$ cat src/verilog/pulse_decoder_pkg.sv
package pulse_decoder_pkg;
  // Clock and timing
  localparam int CLK_MHZ = 125;
  // Quiet gap that ends a frame: above 2.0 ms channel maximum, below 4 ms pause
  localparam int QUIET_TIME_US = 3000;
  localparam int QUIET_CYCLES = QUIET_TIME_US * CLK_MHZ;
  // Strobe stretch; a least time, so rounded up to whole cycles
  localparam int STRETCH_TIME_NS = 1000;
  localparam int STRETCH_CYCLES = (STRETCH_TIME_NS * CLK_MHZ + 999) / 1000;

  // Widths
  localparam int N_STAGES = 8;
  localparam int ADDR_W = 8;
  localparam int DATA_W = 32;
  localparam int QUIET_W = 20;
  localparam int STRETCH_W = 8;
  localparam int CNT_W = 4;

  // Register offsets (byte addresses)
  localparam logic [ADDR_W-1:0] QUIET_OFS = 8'h00;
  localparam logic [ADDR_W-1:0] STRETCH_OFS = 8'h04;
  localparam logic [ADDR_W-1:0] CTRL_OFS = 8'h08;
  localparam logic [ADDR_W-1:0] STATUS_OFS = 8'h0C;

  // Control field positions and reset value
  localparam int CTRL_SET_B_BIT = 0;
  localparam int CTRL_CLEAR_BIT = 1;
  localparam logic [1:0] CTRL_RESET = 2'h0;
  localparam logic [STRETCH_W-1:0] STRETCH_RESET = STRETCH_CYCLES[STRETCH_W-1:0];

  // Status word layout
  typedef struct packed {
    logic [18:0] zero;
    logic [CNT_W-1:0] strobes;
    logic set_level;
    logic [N_STAGES-1:0] chan;
  } status_t;
endpackage : pulse_decoder_pkg

$ cat src/verilog/level_sync.sv
`timescale 1ns/1ps
`default_nettype none
// Two-flop synchroniser for pin inputs
module level_sync #(
  parameter int WIDTH = 1,
  parameter logic [WIDTH-1:0] RESET_VAL = '0
) (
  input wire logic i_core_clk,
  input wire logic i_resetn,
  input wire logic [WIDTH-1:0] i_async,
  output logic [WIDTH-1:0] o_sync
);
  logic [WIDTH-1:0] meta_q;

  // First flop feeds only the second
  always_ff @(posedge i_core_clk or negedge i_resetn) begin
    if (!i_resetn) begin
      meta_q <= RESET_VAL;
      o_sync <= RESET_VAL;
    end else begin
      meta_q <= i_async;
      o_sync <= meta_q;
    end
  end
endmodule : level_sync
`default_nettype wire

$ cat src/verilog/pulse_train_channel_decoder.sv
// Chosen here: the address-and-strobe port and the register offsets.
`timescale 1ns/1ps
`default_nettype none
module pulse_train_channel_decoder
  import pulse_decoder_pkg::*;
#(
  parameter logic [QUIET_W-1:0] QUIET_DEFAULT = QUIET_CYCLES[QUIET_W-1:0]
) (
  input wire logic i_core_clk,
  input wire logic i_resetn,
  input wire logic i_pulse_train_n,
  input wire logic i_clear_n,
  input wire logic [ADDR_W-1:0] i_addr,
  input wire logic [DATA_W-1:0] i_wdata,
  input wire logic i_wr,
  input wire logic i_rd,
  output logic [DATA_W-1:0] o_rdata,
  output logic [N_STAGES-1:0] o_channel_pulse,
  output logic o_shift_strobe
);
  logic pulse_n_sync;
  logic clear_n_sync;
  logic pulse_lvl;
  logic pulse_lvl_q;
  logic shift_strobe;
  logic [STRETCH_W-1:0] holdoff_q;
  logic set_q;
  logic [QUIET_W-1:0] quiet_cnt_q;
  logic frame_end;
  logic [QUIET_W-1:0] quiet_q;
  logic [STRETCH_W-1:0] stretch_q;
  logic [1:0] ctrl_q;
  logic first_stage_set_a;
  logic first_stage_set_b;
  logic chain_clear_n;
  logic [N_STAGES-1:0] stage_q;
  logic [N_STAGES-1:0] stage_set;
  logic [CNT_W-1:0] strobe_cnt_q;
  logic [CNT_W-1:0] last_cnt_q;
  status_t status;
  logic set_b_trace_q;

  // Pins cross into the core clock before any logic looks at them
  level_sync #(.WIDTH(2), .RESET_VAL(2'h3)) u_pin_sync (
    .i_core_clk(i_core_clk),
    .i_resetn(i_resetn),
    .i_async({i_pulse_train_n, i_clear_n}),
    .o_sync({pulse_n_sync, clear_n_sync})
  );

  // Receiver pulses are active low; work on the positive form
  assign pulse_lvl = ~pulse_n_sync;

  // Previous level for edge detection
  always_ff @(posedge i_core_clk or negedge i_resetn) begin
    if (!i_resetn) begin
      pulse_lvl_q <= 1'b0;
    end else begin
      pulse_lvl_q <= pulse_lvl;
    end
  end

  // One strobe per rising edge, then a hold-off that stretches it
  // Hold-off swallows ringing so one pulse never shifts twice
  assign shift_strobe = pulse_lvl & ~pulse_lvl_q & (holdoff_q == '0);

  always_ff @(posedge i_core_clk or negedge i_resetn) begin
    if (!i_resetn) begin
      holdoff_q <= '0;
    end else if (shift_strobe) begin
      holdoff_q <= stretch_q;
    end else if (holdoff_q != '0) begin
      holdoff_q <= holdoff_q - 1'b1;
    end
  end

  // Visible strobe, registered copy of the internal one
  always_ff @(posedge i_core_clk or negedge i_resetn) begin
    if (!i_resetn) begin
      o_shift_strobe <= 1'b0;
    end else begin
      o_shift_strobe <= shift_strobe;
    end
  end

  // Quiet timer: restarts on any pulse activity inside a frame
  assign frame_end = ~set_q & ~pulse_lvl & (quiet_cnt_q == quiet_q - 1'b1);

  always_ff @(posedge i_core_clk or negedge i_resetn) begin
    if (!i_resetn) begin
      quiet_cnt_q <= '0;
    end else if (set_q || pulse_lvl || frame_end) begin
      quiet_cnt_q <= '0;
    end else begin
      quiet_cnt_q <= quiet_cnt_q + 1'b1;
    end
  end

  // Set level: high in the pause, dropped by the first strobe
  always_ff @(posedge i_core_clk or negedge i_resetn) begin
    if (!i_resetn) begin
      set_q <= 1'b1;
    end else if (shift_strobe && set_q) begin
      set_q <= 1'b0;
    end else if (frame_end) begin
      set_q <= 1'b1;
    end
  end

  // Chain control
  assign first_stage_set_a = set_q;
  assign first_stage_set_b = ctrl_q[CTRL_SET_B_BIT];
  // End of frame wipes any leftover one so the pause reads all zero
  assign chain_clear_n = clear_n_sync & ~ctrl_q[CTRL_CLEAR_BIT]
                         & ~frame_end;
  assign stage_set = {stage_q[N_STAGES-2:0],
                      first_stage_set_a | first_stage_set_b};

  // Eight identical stages
  for (genvar g = 0; g < N_STAGES; g++) begin : g_stage
    rs_stage u_stage (
      .i_core_clk(i_core_clk),
      .i_resetn(i_resetn),
      .i_shift_strobe(shift_strobe),
      .i_set(stage_set[g]),
      .i_clear_n(chain_clear_n),
      .o_q(stage_q[g])
    );
  end

  assign o_channel_pulse = stage_q;

  // Strobes counted per frame, saturating; latched at frame end
  always_ff @(posedge i_core_clk or negedge i_resetn) begin
    if (!i_resetn) begin
      strobe_cnt_q <= '0;
      last_cnt_q <= '0;
    end else if (frame_end) begin
      strobe_cnt_q <= '0;
      last_cnt_q <= strobe_cnt_q;
    end else if (shift_strobe && strobe_cnt_q != '1) begin
      strobe_cnt_q <= strobe_cnt_q + 1'b1;
    end
  end

  // Register writes
  always_ff @(posedge i_core_clk or negedge i_resetn) begin
    if (!i_resetn) begin
      quiet_q <= QUIET_DEFAULT;
      stretch_q <= STRETCH_RESET;
      ctrl_q <= CTRL_RESET;
    end else if (i_wr) begin
      case (i_addr)
        QUIET_OFS: quiet_q <= i_wdata[QUIET_W-1:0];
        STRETCH_OFS: stretch_q <= i_wdata[STRETCH_W-1:0];
        CTRL_OFS: ctrl_q <= i_wdata[1:0];
        default: ;
      endcase
    end
  end

  // Status word
  always_comb begin
    status = '0;
    status.chan = stage_q;
    status.set_level = set_q;
    status.strobes = last_cnt_q;
  end

  // Read data one cycle after the strobe, zero otherwise
  always_ff @(posedge i_core_clk or negedge i_resetn) begin
    if (!i_resetn) begin
      o_rdata <= '0;
    end else if (i_rd) begin
      case (i_addr)
        QUIET_OFS: o_rdata <= {{(DATA_W-QUIET_W){1'b0}}, quiet_q};
        STRETCH_OFS: o_rdata <= {{(DATA_W-STRETCH_W){1'b0}}, stretch_q};
        CTRL_OFS: o_rdata <= {30'h0, ctrl_q};
        STATUS_OFS: o_rdata <= status;
        default: o_rdata <= '0;
      endcase
    end else begin
      o_rdata <= '0;
    end
  end

  // Second set input can leave several ones until the chain empties
  // Set wins over the clear so a late write is never missed
  always_ff @(posedge i_core_clk or negedge i_resetn) begin
    if (!i_resetn) begin
      set_b_trace_q <= 1'b0;
    end else if (first_stage_set_b) begin
      set_b_trace_q <= 1'b1;
    end else if (stage_q == '0 || !chain_clear_n) begin
      set_b_trace_q <= 1'b0;
    end
  end
endmodule : pulse_train_channel_decoder
`default_nettype wire

$ cat src/verilog/rs_stage.sv
`timescale 1ns/1ps
`default_nettype none
// One set/clear shift stage
module rs_stage (
  input wire logic i_core_clk,
  input wire logic i_resetn,
  input wire logic i_shift_strobe,
  input wire logic i_set,
  input wire logic i_clear_n,
  output logic o_q
);
  // Clear dominates; otherwise a strobe copies the set input
  always_ff @(posedge i_core_clk or negedge i_resetn) begin
    if (!i_resetn) begin
      o_q <= 1'b0;
    end else if (!i_clear_n) begin
      o_q <= 1'b0;
    end else if (i_shift_strobe) begin
      o_q <= i_set;
    end
  end
endmodule : rs_stage
`default_nettype wire
$ cat config.mk
export PLATFORM = sky130hd
export DESIGN_NAME = pulse_train_channel_decoder
export DESIGN_NICKNAME = d
export VERILOG_FILES = /design/src/verilog/pulse_decoder_pkg.sv /design/src/verilog/level_sync.sv /design/src/verilog/pulse_train_channel_decoder.sv /design/src/verilog/rs_stage.sv
export SDC_FILE = /design/constraint.sdc
export NUM_CORES = 1
export LEC_CHECK = 0
export ABC_AREA = 1
export BUFFER_PORTS_ARGS = -buffer_cell sky130_fd_sc_hd__buf_2
export CAP_MARGIN = 20
export CORE_ASPECT_RATIO = 0.7
export CORE_MARGIN = 2
export CORE_UTILIZATION = 57
export DETAILED_ROUTE_END_ITERATION = 7
export GPL_TIMING_DRIVEN = 0
export HOLD_SLACK_MARGIN = 0.02
export PLACE_DENSITY_LB_ADDON = 0.15
export SETUP_SLACK_MARGIN = 0.1
export SLEW_MARGIN = 5
export SYNTH_ARGS = -nofsm -noshare
export SYNTH_HDL_FRONTEND = slang
export SYNTH_SLANG_ARGS = --single-unit
export TNS_END_PERCENT = 5
$ cat constraint.sdc
create_clock -name i_core_clk -period 2.5 [get_ports i_core_clk]
set_input_delay 0.25 -clock i_core_clk [delete_from_list [all_inputs] [get_ports i_core_clk]]
set_output_delay 0.25 -clock i_core_clk [all_outputs]
set_load 0.05 [all_outputs]
# After elaboration in Yosys (flattened, before gate mapping)
# Index checks and enable logic that the tools add are counted.
classes:
  n_addsub: 4
  eq_ne: 6
  muxes: 25
  n_bitwise: 12
  n_reduce_logical: 13
op_table:
  columns: ["op", "count"]
  rows:
  - ["$pmux 20 s4", 1]
  - ["$mux 32", 1]
  - ["$add 20x1->20 const B", 1]
  - ["$eq 20x20->1", 1]
  - ["$mux 20", 1]
  - ["$sub 20x1->20 const B", 1]
  - ["$mux 1", 18]
  - ["$eq 8x4->1 const B", 2]
  - ["$logic_not 8->1", 2]
  - ["$mux 8", 2]
  - ["$eq 8x3->1 const B", 1]
  - ["$mux 4", 2]
  - ["$reduce_bool 8->1", 1]
  - ["$sub 8x1->8 const B", 1]
  - ["$and 1x1->1", 6]
  - ["$reduce_and 2->1", 3]
  - ["$reduce_bool 2->1", 3]
  - ["$not 1->1", 5]
  - ["$add 4x1->4 const B", 1]
  - ["$ne 4x4->1 const B", 1]
  - ["$logic_and 1x1->1", 2]
  - ["$logic_or 1x1->1", 2]
  - ["$ne 2x2->1 const B", 1]
  - ["$or 1x1->1", 1]
totals:
  ff_bits: 113
  in_bits: 46
  wordCells: 81

# Depth between registers and ports, before layout
# Gate-level depths: netlist of run 1.
depth:
  word_depth: 6
  ltp_mapped: 16
  mapped_depth_nobuf: 16

# Modules after synthesis
# Synthesis of run 1 repeated with hierarchy kept, for this count alone.
unflattened:
  hier_cells: 643
  hier_area_um2: 5392.7
by_module_without_submodules:
  columns: ["mod", "instances", "cells_each", "area_per_inst_um2", "seq_area_each_um2"]
  rows:
  - ["pulse_train_channel_decoder", 1, 599, 4947.2, 2248.4]
  - ["rs_stage", 8, 5, 42.5, 25.0]
  - ["level_sync", 1, 4, 105.1, 105.1]

# Least setup slack after synthesis of run 1
# No wires, ideal clock.
synth_path:
  path_kind: "reg2reg"
  start: "register quiet_q[0]"
  end: "register quiet_cnt_q[7]"
  setup_time_ns: 0.121
  t_arrival_ns: 1.897
  t_required_ns: 2.379
  slack_ns: 0.482
  stages_incl_launch_ff: 14
  n_path_buf: 1
  cell_sequence: "dfrtp_1 -> inv_2 -> ha_1 -> nand3_2 -> nor2_4 -> xor2_1 -> nand2_1 -> nor2_2 -> inv_1 -> nor2_2 -> nand2_2 -> o21ai_2 -> buf_6 -> nor2_2"
synth_between:
  elab_chain_len: 5
synth_lines:
  columns: ["item", "line", "rtl"]
  rows:
  - ["start, declared", "pulse_train_channel_decoder.sv:30", "logic [QUIET_W-1:0] quiet_q;"]
  - ["start signal, assigned", "pulse_train_channel_decoder.sv:154", "QUIET_OFS: quiet_q <= i_wdata[QUIET_W-1:0];"]
  - ["$sub 20x1->20", "pulse_train_channel_decoder.sv:87", "assign frame_end = ~set_q & ~pulse_lvl & (quiet_cnt_q == quiet_q - 1'b1);"]
  - ["$eq 20x20->1", "pulse_train_channel_decoder.sv:87", null]
  - ["$and 1x1->1", "pulse_train_channel_decoder.sv:87", null]
  - ["$logic_or 1x1->1", "pulse_train_channel_decoder.sv:92", "end else if (set_q || pulse_lvl || frame_end) begin"]
  - ["$mux 20", "pulse_train_channel_decoder.sv:92", null]
  - ["end signal, assigned", "pulse_train_channel_decoder.sv:95", "quiet_cnt_q <= quiet_cnt_q + 1'b1;"]
  - ["end, declared", "pulse_train_channel_decoder.sv:28", "logic [QUIET_W-1:0] quiet_cnt_q;"]
# Every way passes these cells.
# A chain may end at the register's enable or synchronous reset.

# Worst setup path after layout of run 1
layout_path:
  start: "register quiet_q[0]"
  end: "register quiet_cnt_q[12]"
# The elaborated chain is that of the path after synthesis.

==> impl_metrics.py, run 1 <==
metrics = {
    "outcome": {
        "status": "finished clean",
    },
    "power_and_ir_drop": {
        "p_leak_nw": 3.117,
        "finalPower_mw": 4.081,
        "power.density_nw_per_um2": 628.9,
        "ir_drop_mv": 0.5064,
    },
    "timing": {
        "finalMaxSlewViolations": 0,
        "fin_skew_ns": 0.004157,
        "whs_ns": 0.1312,
        "relSlewSlack": 0.4049,
        "fin_ws_ns": 0.1857,
        "setup_viol": 0,
        "layout_min_cycle_time_ns": 2.314,
        "worstMarginPinSlew_ns": 0.8830,
        "hold_violations": 0,
        "period_share": 0.9257,
        "fin_tns_setup_ns": 0,
        "rsz0062_at_grt": "true",
        "fmax_mhz": 432.1,
    },
    "final_layout": {
        "fillCellCount": 740,
        "register_area_um2": 2560,
        "utilization": 0.7070,
        "diodes": 0,
        "final_area_um2": 6490,
        "final_cell_mix": "nand2_1 (123), inv_1 (76), dfrtp_1 (75), nor2_1 (70), buf_2 (63)",
        "drive_gt1_frac": 0.2834,
        "multi_input_area_um2": 2464,
        "final_cells": 872,
        "nets": 793,
        "area_growth_pct": 19.24,
        "final_common_cell": "nand2_1",
    },
    "die": {
        "coreArea_um2": 9180,
        "initial_core_util": 0.5929,
        "die_h_um": 85.76,
        "die_x_um": 120.8,
        "dieArea_um2": 10360,
        "row_count": 29,
        "io_pins": 87,
    },
    "clock_tree": {
        "insertion_delay_ns": 0.35,
        "h-tree-depth": 3,
        "cts_tree": "yes",
        "cts_sinks": 101,
        "cts_root_buf": "clkbuf_16",
        "cts_buffers": 9,
        "cts_max_path_buffers": 2,
        "clk_pin_slew_ns": 0.07,
    },
    "worst_setup_path": {
        "slowest_delay_ns": 0.45,
        "cp_max_fo": 6,
        "critPathRequiredTime_ns": 2.74,
        "cp-end-kind": "flip-flop",
        "crit_arrival_ns": 2.55,
        "path_class": "flip-flop to flip-flop",
        "cp-start-kind": "flip-flop",
        "path_cells": "inv_4, ha_4, nand3_4, nor2_4, nand3_2, nand2_1, nand2_1, nor2_2, nand2_1, nor2_2, nand2_2, o21ai_4, clkbuf_16, nor2_2",
        "cpMaxStageDelayCell": "dfrtp_2",
        "path_buf_inv": 2,
        "path_delay_family": "simple AND/OR/NAND/NOR gates",
        "r2r-start": "quiet_q[0]",
        "startpoint": "quiet_q[0]",
    },
    "synth": {
        "yosys_warnings": 0,
        "ys_async_sr_fraction": 1.000,
        "synth_seq_cells": 101,
        "syn_area_per_cell_um2": 8.465,
        "syn_inst": 643,
        "netlist_area_um2": 5443,
        "yosysUniqueCellTypes": 45,
        "synth_edf_count": 0,
        "synth_ff_type": "dfrtp_1",
        "yosysSeqAreaShare": 0.4692,
    },
    "grt": {
        "grt_pass1_vias": 4215,
        "grt_max_degree": 65,
        "grtUsageTotal": 0.2709,
        "grt_pass1_wl_um": 21370,
        "grt_overflow": 0,
        "antenna_found_initial": 0,
    },
    "drt": {
        "postRouteWirelength_um": 13450,
        "drtAntennaViolNets": 0,
        "wire_per_inst_um": 15.42,
        "first_pass_iters": 6,
        "drc": 0,
        "vias": 4639,
        "drtIter0Drc": 428,
        "viasPerCell": 5.320,
    },
    "place": {
        "dp_hpwl_um": 10080,
        "place_area_um2": 5979,
        "place_inst": 841,
        "gp_congestion": 0.8891,
        "dp_slack_ns": 0.009454,
        "portBuffers": 62,
    },
    "hold_path": {
        "min_from": "i_wdata[10]",
        "hold_class": "input pin to flip-flop",
    },
    "flow_run": {
        "maxCapViolCount": 0,
    },
}
-- cell type report --
| cell class | instances | share of cell area |
|---|---|---|
| Clock buffer | 13 | 0.04010 |
| Tap cell | 124 | 0.02391 |
| Buffer | 31 | 0.03297 |
| Clock inverter | 3 | 0.006940 |
| Sequential cell | 101 | 0.3944 |
| Multi-Input combinational cell | 440 | 0.3796 |
| Timing Repair Buffer | 78 | 0.07422 |
| Inverter | 82 | 0.04781 |
-- what timing repair did --
| action | CTS | global route |
|---|---|---|
| setup buffers | 0 | 10 |
| gates cloned | 0 | 2 |
| resized for setup | 3 | 21 |
| pin swaps | 0 | 10 |
| endpoints found under the hold margin | 27 | 0 |
| hold buffers | 3 | 0 |
| endpoints found under the setup margin | 27 | 37 |
-- path summary, 6_finish.rpt --
kind	cells after the start	slack [ns]	endpoint
worst max-delay path	14	0.19	quiet_cnt_q[12]
worst min-delay path	2	0.13	quiet_q[10]
worst max register to register	14	0.19	quiet_cnt_q[12]
worst min register to register	0	0.36	u_pin_sync.o_sync[0]
max in group asynchronous	3	1.37	quiet_q[18]
min in group asynchronous	2	0.41	holdoff_q[7]
-- layer usage --
| metal | share of wire | track usage | vias to the layer above | wire, um |
|---|---|---|---|---|
| li1 | - | - | 2220 | - |
| met1 | 0.48 | 0.4093 | 2207 | 6425 |
| met2 | 0.42 | 0.3939 | 196 | 5587 |
| met3 | 0.093 | 0.05984 | 16 | 1249 |
| met4 | 0.014 | 0.07717 | 0 | 187 |
| met5 | 0 | 0 | - | 0 |
-- registers in the layout (all words and copies together) (netlist names) --
| register | cells |
|---|---|
| ctrl_q | 2 |
| first_stage_set_a | 1 |
| g_stage.u_stage.o_q | 8 |
| holdoff_q | 8 |
| last_cnt_q | 4 |
| o_rdata | 20 |
| o_shift_strobe | 1 |
| pulse_lvl_q | 1 |
| quiet_cnt_q | 20 |
| quiet_q | 20 |
| stretch_q | 8 |
| strobe_cnt_q | 4 |
| u_pin_sync.meta_q | 2 |
| u_pin_sync.o_sync | 2 |
-- report_power, final --
| group | switching [mW] | internal (mW) |
|---|---|---|
| combinational | 0.462 | 0.296 |
| clock | 0.600 | 0.831 |
| sequential | 0.123 | 1.77 |
-- synth_stat cells, types with 3 or more instances --
cell / number / area share
nor2_2: 32 / 0.037
xnor2_1: 21 / 0.034
buf_4: 20 / 0.028
nand3_1: 24 / 0.022
nor2_4: 4 / 0.0083
ha_1: 4 / 0.0092
a22oi_1: 5 / 0.0069
nand3b_1: 5 / 0.0069
inv_2: 4 / 0.0028
dfstp_2: 21 / 0.10
inv_1: 77 / 0.053
o21ai_0: 33 / 0.030
xor2_1: 22 / 0.035
nor3_1: 14 / 0.013
nor2_1: 75 / 0.052
dfrtp_1: 80 / 0.37
mux2_2: 6 / 0.012
clkbuf_1: 6 / 0.0041
o211ai_1: 4 / 0.0055
nand2_1: 124 / 0.086
nand3_2: 3 / 0.0055
nand4_1: 11 / 0.013
a21oi_1: 13 / 0.012
nand2_2: 4 / 0.0046
a221oi_1: 6 / 0.0097
-- logic make-up (layout without fill, tap and decap cells) --
logic type,count (synthesis),after routing,synth area share
compound gates,71,71,0.08161
mux,6,6,0.01241
buf+inv,113,207,0.09517
simple gates,304,304,0.2625
other cells,1,12,0.0006890
xor+xnor,43,43,0.06920
fa+ha+maj,4,4,0.009196
flops,101,101,0.4692
Power figures use the tool's default switching activity.
==> inputs of run 2 (changes only) <==
- CTS_BUF_LIST: default -> sky130_fd_sc_hd__clkbuf_16
==> impl_metrics.py, run 2 (synthesis results as in run 1) <==
metrics = {
    "outcome": {
        "status": "finished clean",
    },
    "worst_setup_path": {
        "path_cells": "nor2_2, nand2_2, nor2_4, nand2_2, nor2_2, nand2_1, nand3b_1, nand4_2, o21ai_4, clkbuf_16, nor2_2",
        "rrSetupSlack_ns": 0.17,
        "cpMostUsedCell": "nor2_2",
        "startpoint": "quiet_q[2]",
        "worstReg2RegEnd": "quiet_cnt_q[12]",
        "endpoint": "quiet_cnt_q[12]",
        "cpMaxStageDelayCell": "dfrtp_1",
        "cp-start-kind": "flip-flop",
        "path_class": "flip-flop to flip-flop",
        "crit_arrival_ns": 2.57,
        "rr_worst_depth": 11,
        "slowest_delay_ns": 0.46,
        "cp_max_fo": 7,
        "critPathRequiredTime_ns": 2.74,
        "cp-end-kind": "flip-flop",
        "r2r-start": "quiet_q[2]",
    },
    "timing": {
        "period_share": 0.9313,
        "hold_violations": 0,
        "fin_ws_ns": 0.1716,
        "layout_min_cycle_time_ns": 2.328,
        "fmax_mhz": 429.5,
        "relSlewSlack": 0.3849,
        "finalMaxSlewViolations": 0,
        "rsz0062_at_grt": "true",
        "worstMarginPinSlew_ns": 0.9127,
        "setup_viol": 0,
        "fin_skew_ns": 0.005645,
        "fin_tns_setup_ns": 0,
    },
    "drt": {
        "drtAntennaViolNets": 0,
        "wire_per_inst_um": 15.47,
        "postRouteWirelength_um": 13490,
        "wirelength_met1_um": 6333,
        "wl_met3_um": 1313,
        "drc": 0,
        "vias": 4650,
        "first_pass_iters": 5,
        "drtIter0Drc": 486,
        "wl_met2_um": 5651,
        "top_layer": "met4",
        "viasPerCell": 5.333,
    },
    "place": {
        "place_inst": 841,
        "place_area_um2": 5979,
        "dp_hpwl_um": 10080,
        "portBuffers": 62,
        "gp_congestion": 0.8891,
        "dp_slack_ns": 0.009454,
    },
    "final_layout": {
        "utilization": 0.7051,
        "drive_gt1_frac": 0.2794,
        "fillCellCount": 743,
        "final_cells": 872,
        "final_common_cell": "nand2_1",
        "final_cell_mix": "nand2_1 (124), inv_1 (78), dfrtp_1 (75), nor2_1 (70), buf_2 (63)",
        "diodes": 0,
        "final_area_um2": 6472,
        "register_area_um2": 2560,
        "multi_input_area_um2": 2466,
        "nets": 793,
        "largestRegisters": "o_rdata (20), quiet_cnt_q (20), quiet_q (20)",
        "area_growth_pct": 18.92,
    },
    "die": {
        "io_pins": 87,
        "die_x_um": 120.8,
        "row_count": 29,
        "die_h_um": 85.76,
        "coreArea_um2": 9180,
        "initial_core_util": 0.5929,
        "dieArea_um2": 10360,
    },
    "clock_tree": {
        "clk_pin_slew_ns": 0.07,
        "h-tree-depth": 3,
        "cts_tree": "yes",
        "cts_sinks": 101,
        "cts_root_buf": "clkbuf_16",
        "cts_max_path_buffers": 2,
        "cts_buffers": 9,
        "insertion_delay_ns": 0.35,
    },
    "power_and_ir_drop": {
        "ir_drop_mv": 0.5048,
        "p_leak_nw": 3.115,
        "power.density_nw_per_um2": 620.0,
    },
    "flow_run": {
        "maxCapViolCount": 0,
    },
    "grt": {
        "grt_overflow": 0,
        "grt_max_degree": 65,
        "grtUsageTotal": 0.2708,
        "grt_pass1_wl_um": 21380,
        "grt_pass1_vias": 4235,
        "antenna_found_initial": 0,
    },
    "hold_path": {
        "hold_class": "input pin to flip-flop",
    },
}
[run 2: cell type report]
class,count,area share
clock inverters,7,0.009279
plain buffers,31,0.03306
repair buffers,78,0.07442
multi-input cells,440,0.3810
well taps,124,0.02397
inverters,82,0.04794
flip-flops and latches,101,0.3955
clock buffers,9,0.03480
[run 2: worst max-delay path: cells and delay by family, from the launching register on]
family          cells  cell delay, ns
compound gates      1            0.33
flops               1            0.46
buf+inv             1            0.22
simple gates        9            1.18
[run 2: routing by layer]
layer  track usage  vias to the layer above
met4       0.07400                        0
met2        0.3945                      206
met5             0                        -
met1        0.4037                     2207
li1              -                     2219
met3       0.06915                       18
[run 2: metrics by stage]
step / total power, mW / hold WS (ns)
5_1_grt: 4.206 / 0.1248
3_3_place_gp: 2.576 / 0.3453
6_report: 4.013 / 0.1294
2_1_floorplan: 2.403 / -0.04559
4_1_cts: 3.999 / 0.1196
3_5_place_dp: 2.622 / 0.2589
[run 2: worst min-delay path by stage]
stage | from | endpoint | slack [ns] | cells past startpoint
finish | i_wdata[10] | quiet_q[10] | 0.13 | 2
global route | i_wdata[14] | quiet_q[14] | 0.12 | 2
CTS | i_wdata[10] | quiet_q[10] | 0.12 | 2
detailed placement | i_resetn | holdoff_q[5] | 0.26 | 1
global placement | u_pin_sync.meta_q[0] | u_pin_sync.o_sync[0] | 0.35 | 0
floorplan | i_resetn | ctrl_q[0] | -0.05 | 0
[run 2: report_power, final]
group / switching, mW / internal, mW / leakage, nW
Combinational: 0.462 / 0.296 / 1.68
Sequential: 0.125 / 1.77 / 1.29
Clock: 0.598 / 0.762 / 0.139
Total: 1.19 / 2.83 / 3.12
[run 2: what timing repair did]
item | in CTS | in global routing
resized for setup | 3 | 21
cloned | 0 | 2
buffers inserted | 0 | 10
hold buffers | 3 | 0
endpoints found under the setup margin | 27 | 37
pin swaps | 0 | 11
endpoints found under the hold margin | 27 | 0
==> inputs of run 3 (changes only) <==
- CORE_ASPECT_RATIO: 0.7 -> default
- CORE_MARGIN: 2 -> 4
- RECOVER_POWER: default -> 50
==> impl_metrics.py, run 3 (synthesis results as in run 1) <==
metrics = {
    "die": {
        "die_x_um": 105.7,
        "coreArea_um2": 9284,
        "dieArea_um2": 11180,
        "die_h_um": 105.7,
        "io_pins": 87,
        "initial_core_util": 0.5863,
        "row_count": 35,
    },
    "worst_setup_path": {
        "critPathRequiredTime_ns": 2.73,
        "cp-start-kind": "flip-flop",
        "r2r-start": "quiet_q[0]",
        "rr_worst_depth": 12,
        "cp_max_fo": 6,
        "crit_arrival_ns": 2.50,
        "rrSetupSlack_ns": 0.23,
        "cp-end-kind": "flip-flop",
        "worstReg2RegEnd": "quiet_cnt_q[6]",
        "path_class": "flip-flop to flip-flop",
    },
    "clock_tree": {
        "cts_sinks": 101,
        "cts_root_buf": "clkbuf_16",
        "cts_max_path_buffers": 2,
        "cts_tree": "yes",
        "h-tree-depth": 3,
        "cts_buffers": 9,
        "clk_pin_slew_ns": 0.07,
        "insertion_delay_ns": 0.34,
    },
    "timing": {
        "hold_violations": 0,
        "fin_skew_ns": 0.006244,
        "rsz0062_at_grt": "true",
        "finalMaxSlewViolations": 0,
        "whs_ns": 0.1376,
        "layout_min_cycle_time_ns": 2.266,
        "setup_viol": 0,
        "relSlewSlack": 0.3124,
        "period_share": 0.9065,
        "fin_tns_setup_ns": 0,
        "fin_ws_ns": 0.2336,
        "fmax_mhz": 441.2,
        "worstMarginPinSlew_ns": 1.020,
    },
    "place": {
        "dp_slack_ns": 0.09577,
        "gp_congestion": 0.8697,
        "portBuffers": 62,
        "dp_hpwl_um": 9672,
    },
    "outcome": {
        "status": "finished clean",
    },
    "final_layout": {
        "drive_gt1_frac": 0.2341,
        "area_growth_pct": 16.53,
        "register_area_um2": 2555,
        "largestRegisters": "o_rdata (20), quiet_cnt_q (20), quiet_q (20)",
        "nets": 784,
        "multi_input_area_um2": 2462,
        "final_cell_mix": "nand2_1 (123), dfrtp_1 (79), inv_1 (77), nor2_1 (72), buf_2 (42)",
        "final_common_cell": "nand2_1",
        "diodes": 0,
        "fillCellCount": 780,
    },
    "drt": {
        "drc": 0,
        "viasPerCell": 5.255,
        "drtIter0Drc": 223,
        "vias": 4561,
        "first_pass_iters": 4,
        "drtAntennaViolNets": 0,
        "postRouteWirelength_um": 12780,
        "wire_per_inst_um": 14.72,
    },
    "hold_path": {
        "hold_end": "quiet_q[10]",
        "min_from": "i_wdata[10]",
        "holdPathStages": 2,
        "hold_class": "input pin to flip-flop",
    },
    "grt": {
        "grtUsageTotal": 0.2360,
        "grt_pass1_vias": 4429,
        "grt_overflow": 0,
        "grt_max_degree": 64,
        "grt_pass1_wl_um": 21110,
        "antenna_found_initial": 0,
    },
    "power_and_ir_drop": {
        "finalPower_mw": 3.914,
        "p_leak_nw": 2.964,
        "ir_drop_mv": 0.4036,
        "power.density_nw_per_um2": 617.0,
    },
    "flow_run": {
        "maxCapViolCount": 0,
    },
}
run 3: final cells by class:
class,count,share of cell area
Sequential cell,101,0.4028
Clock inverter,7,0.007694
Multi-Input combinational cell,440,0.3882
Timing Repair Buffer,69,0.05761
Clock buffer,9,0.03551
Inverter,82,0.04892
Buffer,31,0.03373
Tap cell,129,0.02545
run 3: what timing repair did:
| action | in CTS | in global routing |
|---|---|---|
| setup endpoints to repair | 5 | 37 |
| cloned | 0 | 2 |
| pin swaps | 1 | 2 |
| hold buffers | 3 | 0 |
| hold endpoints to repair | 32 | 0 |
| buffers inserted | 0 | 1 |
| gates resized for setup | 2 | 15 |
run 3: critical path, stage by stage, from the launching register on:
cell and delay, ns:
dfrtp_2 0.47, inv_4 0.11, ha_4 0.15, nand3_4 0.11
nor2_4 0.20, nand2_1 0.08, nand2_1 0.06, nand2_1 0.05
a21oi_1 0.20, nand4_2 0.21, o21ai_4 0.29, clkbuf_16 0.20
nor2_2 0.03
run 3: metal layers:
metal  GRT usage  up-vias  part of all wire
met5           0        -                 0
met4     0.08048        0             0.025
met3     0.04103       28             0.053
met2      0.3971      131              0.49
met1      0.3090     2200              0.43
li1            -     2202                 -
run 3: metrics by stage:
stage / std cells / area (um^2) / utilization
after floorplan: 654 / 5484 / -
after global placement: 845 / 5956 / 0.6415
after detailed placement: 846 / 5986 / 0.6447
after CTS: 865 / 6297 / 0.6783
after global routing: 868 / 6342 / 0.6832
final: 868 / 6342 / 0.6832
run 3: worst max-delay path by stage:
stage	start	end	slack, ns	cells after the start
finish	quiet_q[0]	quiet_cnt_q[6]	0.23	12
global route	i_resetn	quiet_q[0]	0.04	3
CTS	quiet_q[0]	g_stage[4].u_stage.o_q	0.11	13
detailed placement	quiet_q[0]	g_stage[4].u_stage.o_q	0.1	13
global placement	quiet_q[0]	g_stage[0].u_stage.o_q	0.12	13
floorplan	quiet_q[0]	quiet_cnt_q[7]	0.48	13
run 3: report_power, final:
group          internal [mW]  leakage [nW]  switching (mW)  total [mW]
clock network          0.681         0.133           0.637        1.32
registers               1.77          1.30           0.119        1.89
logic                  0.276          1.53           0.433       0.709
total                   2.73          2.96            1.19        3.91
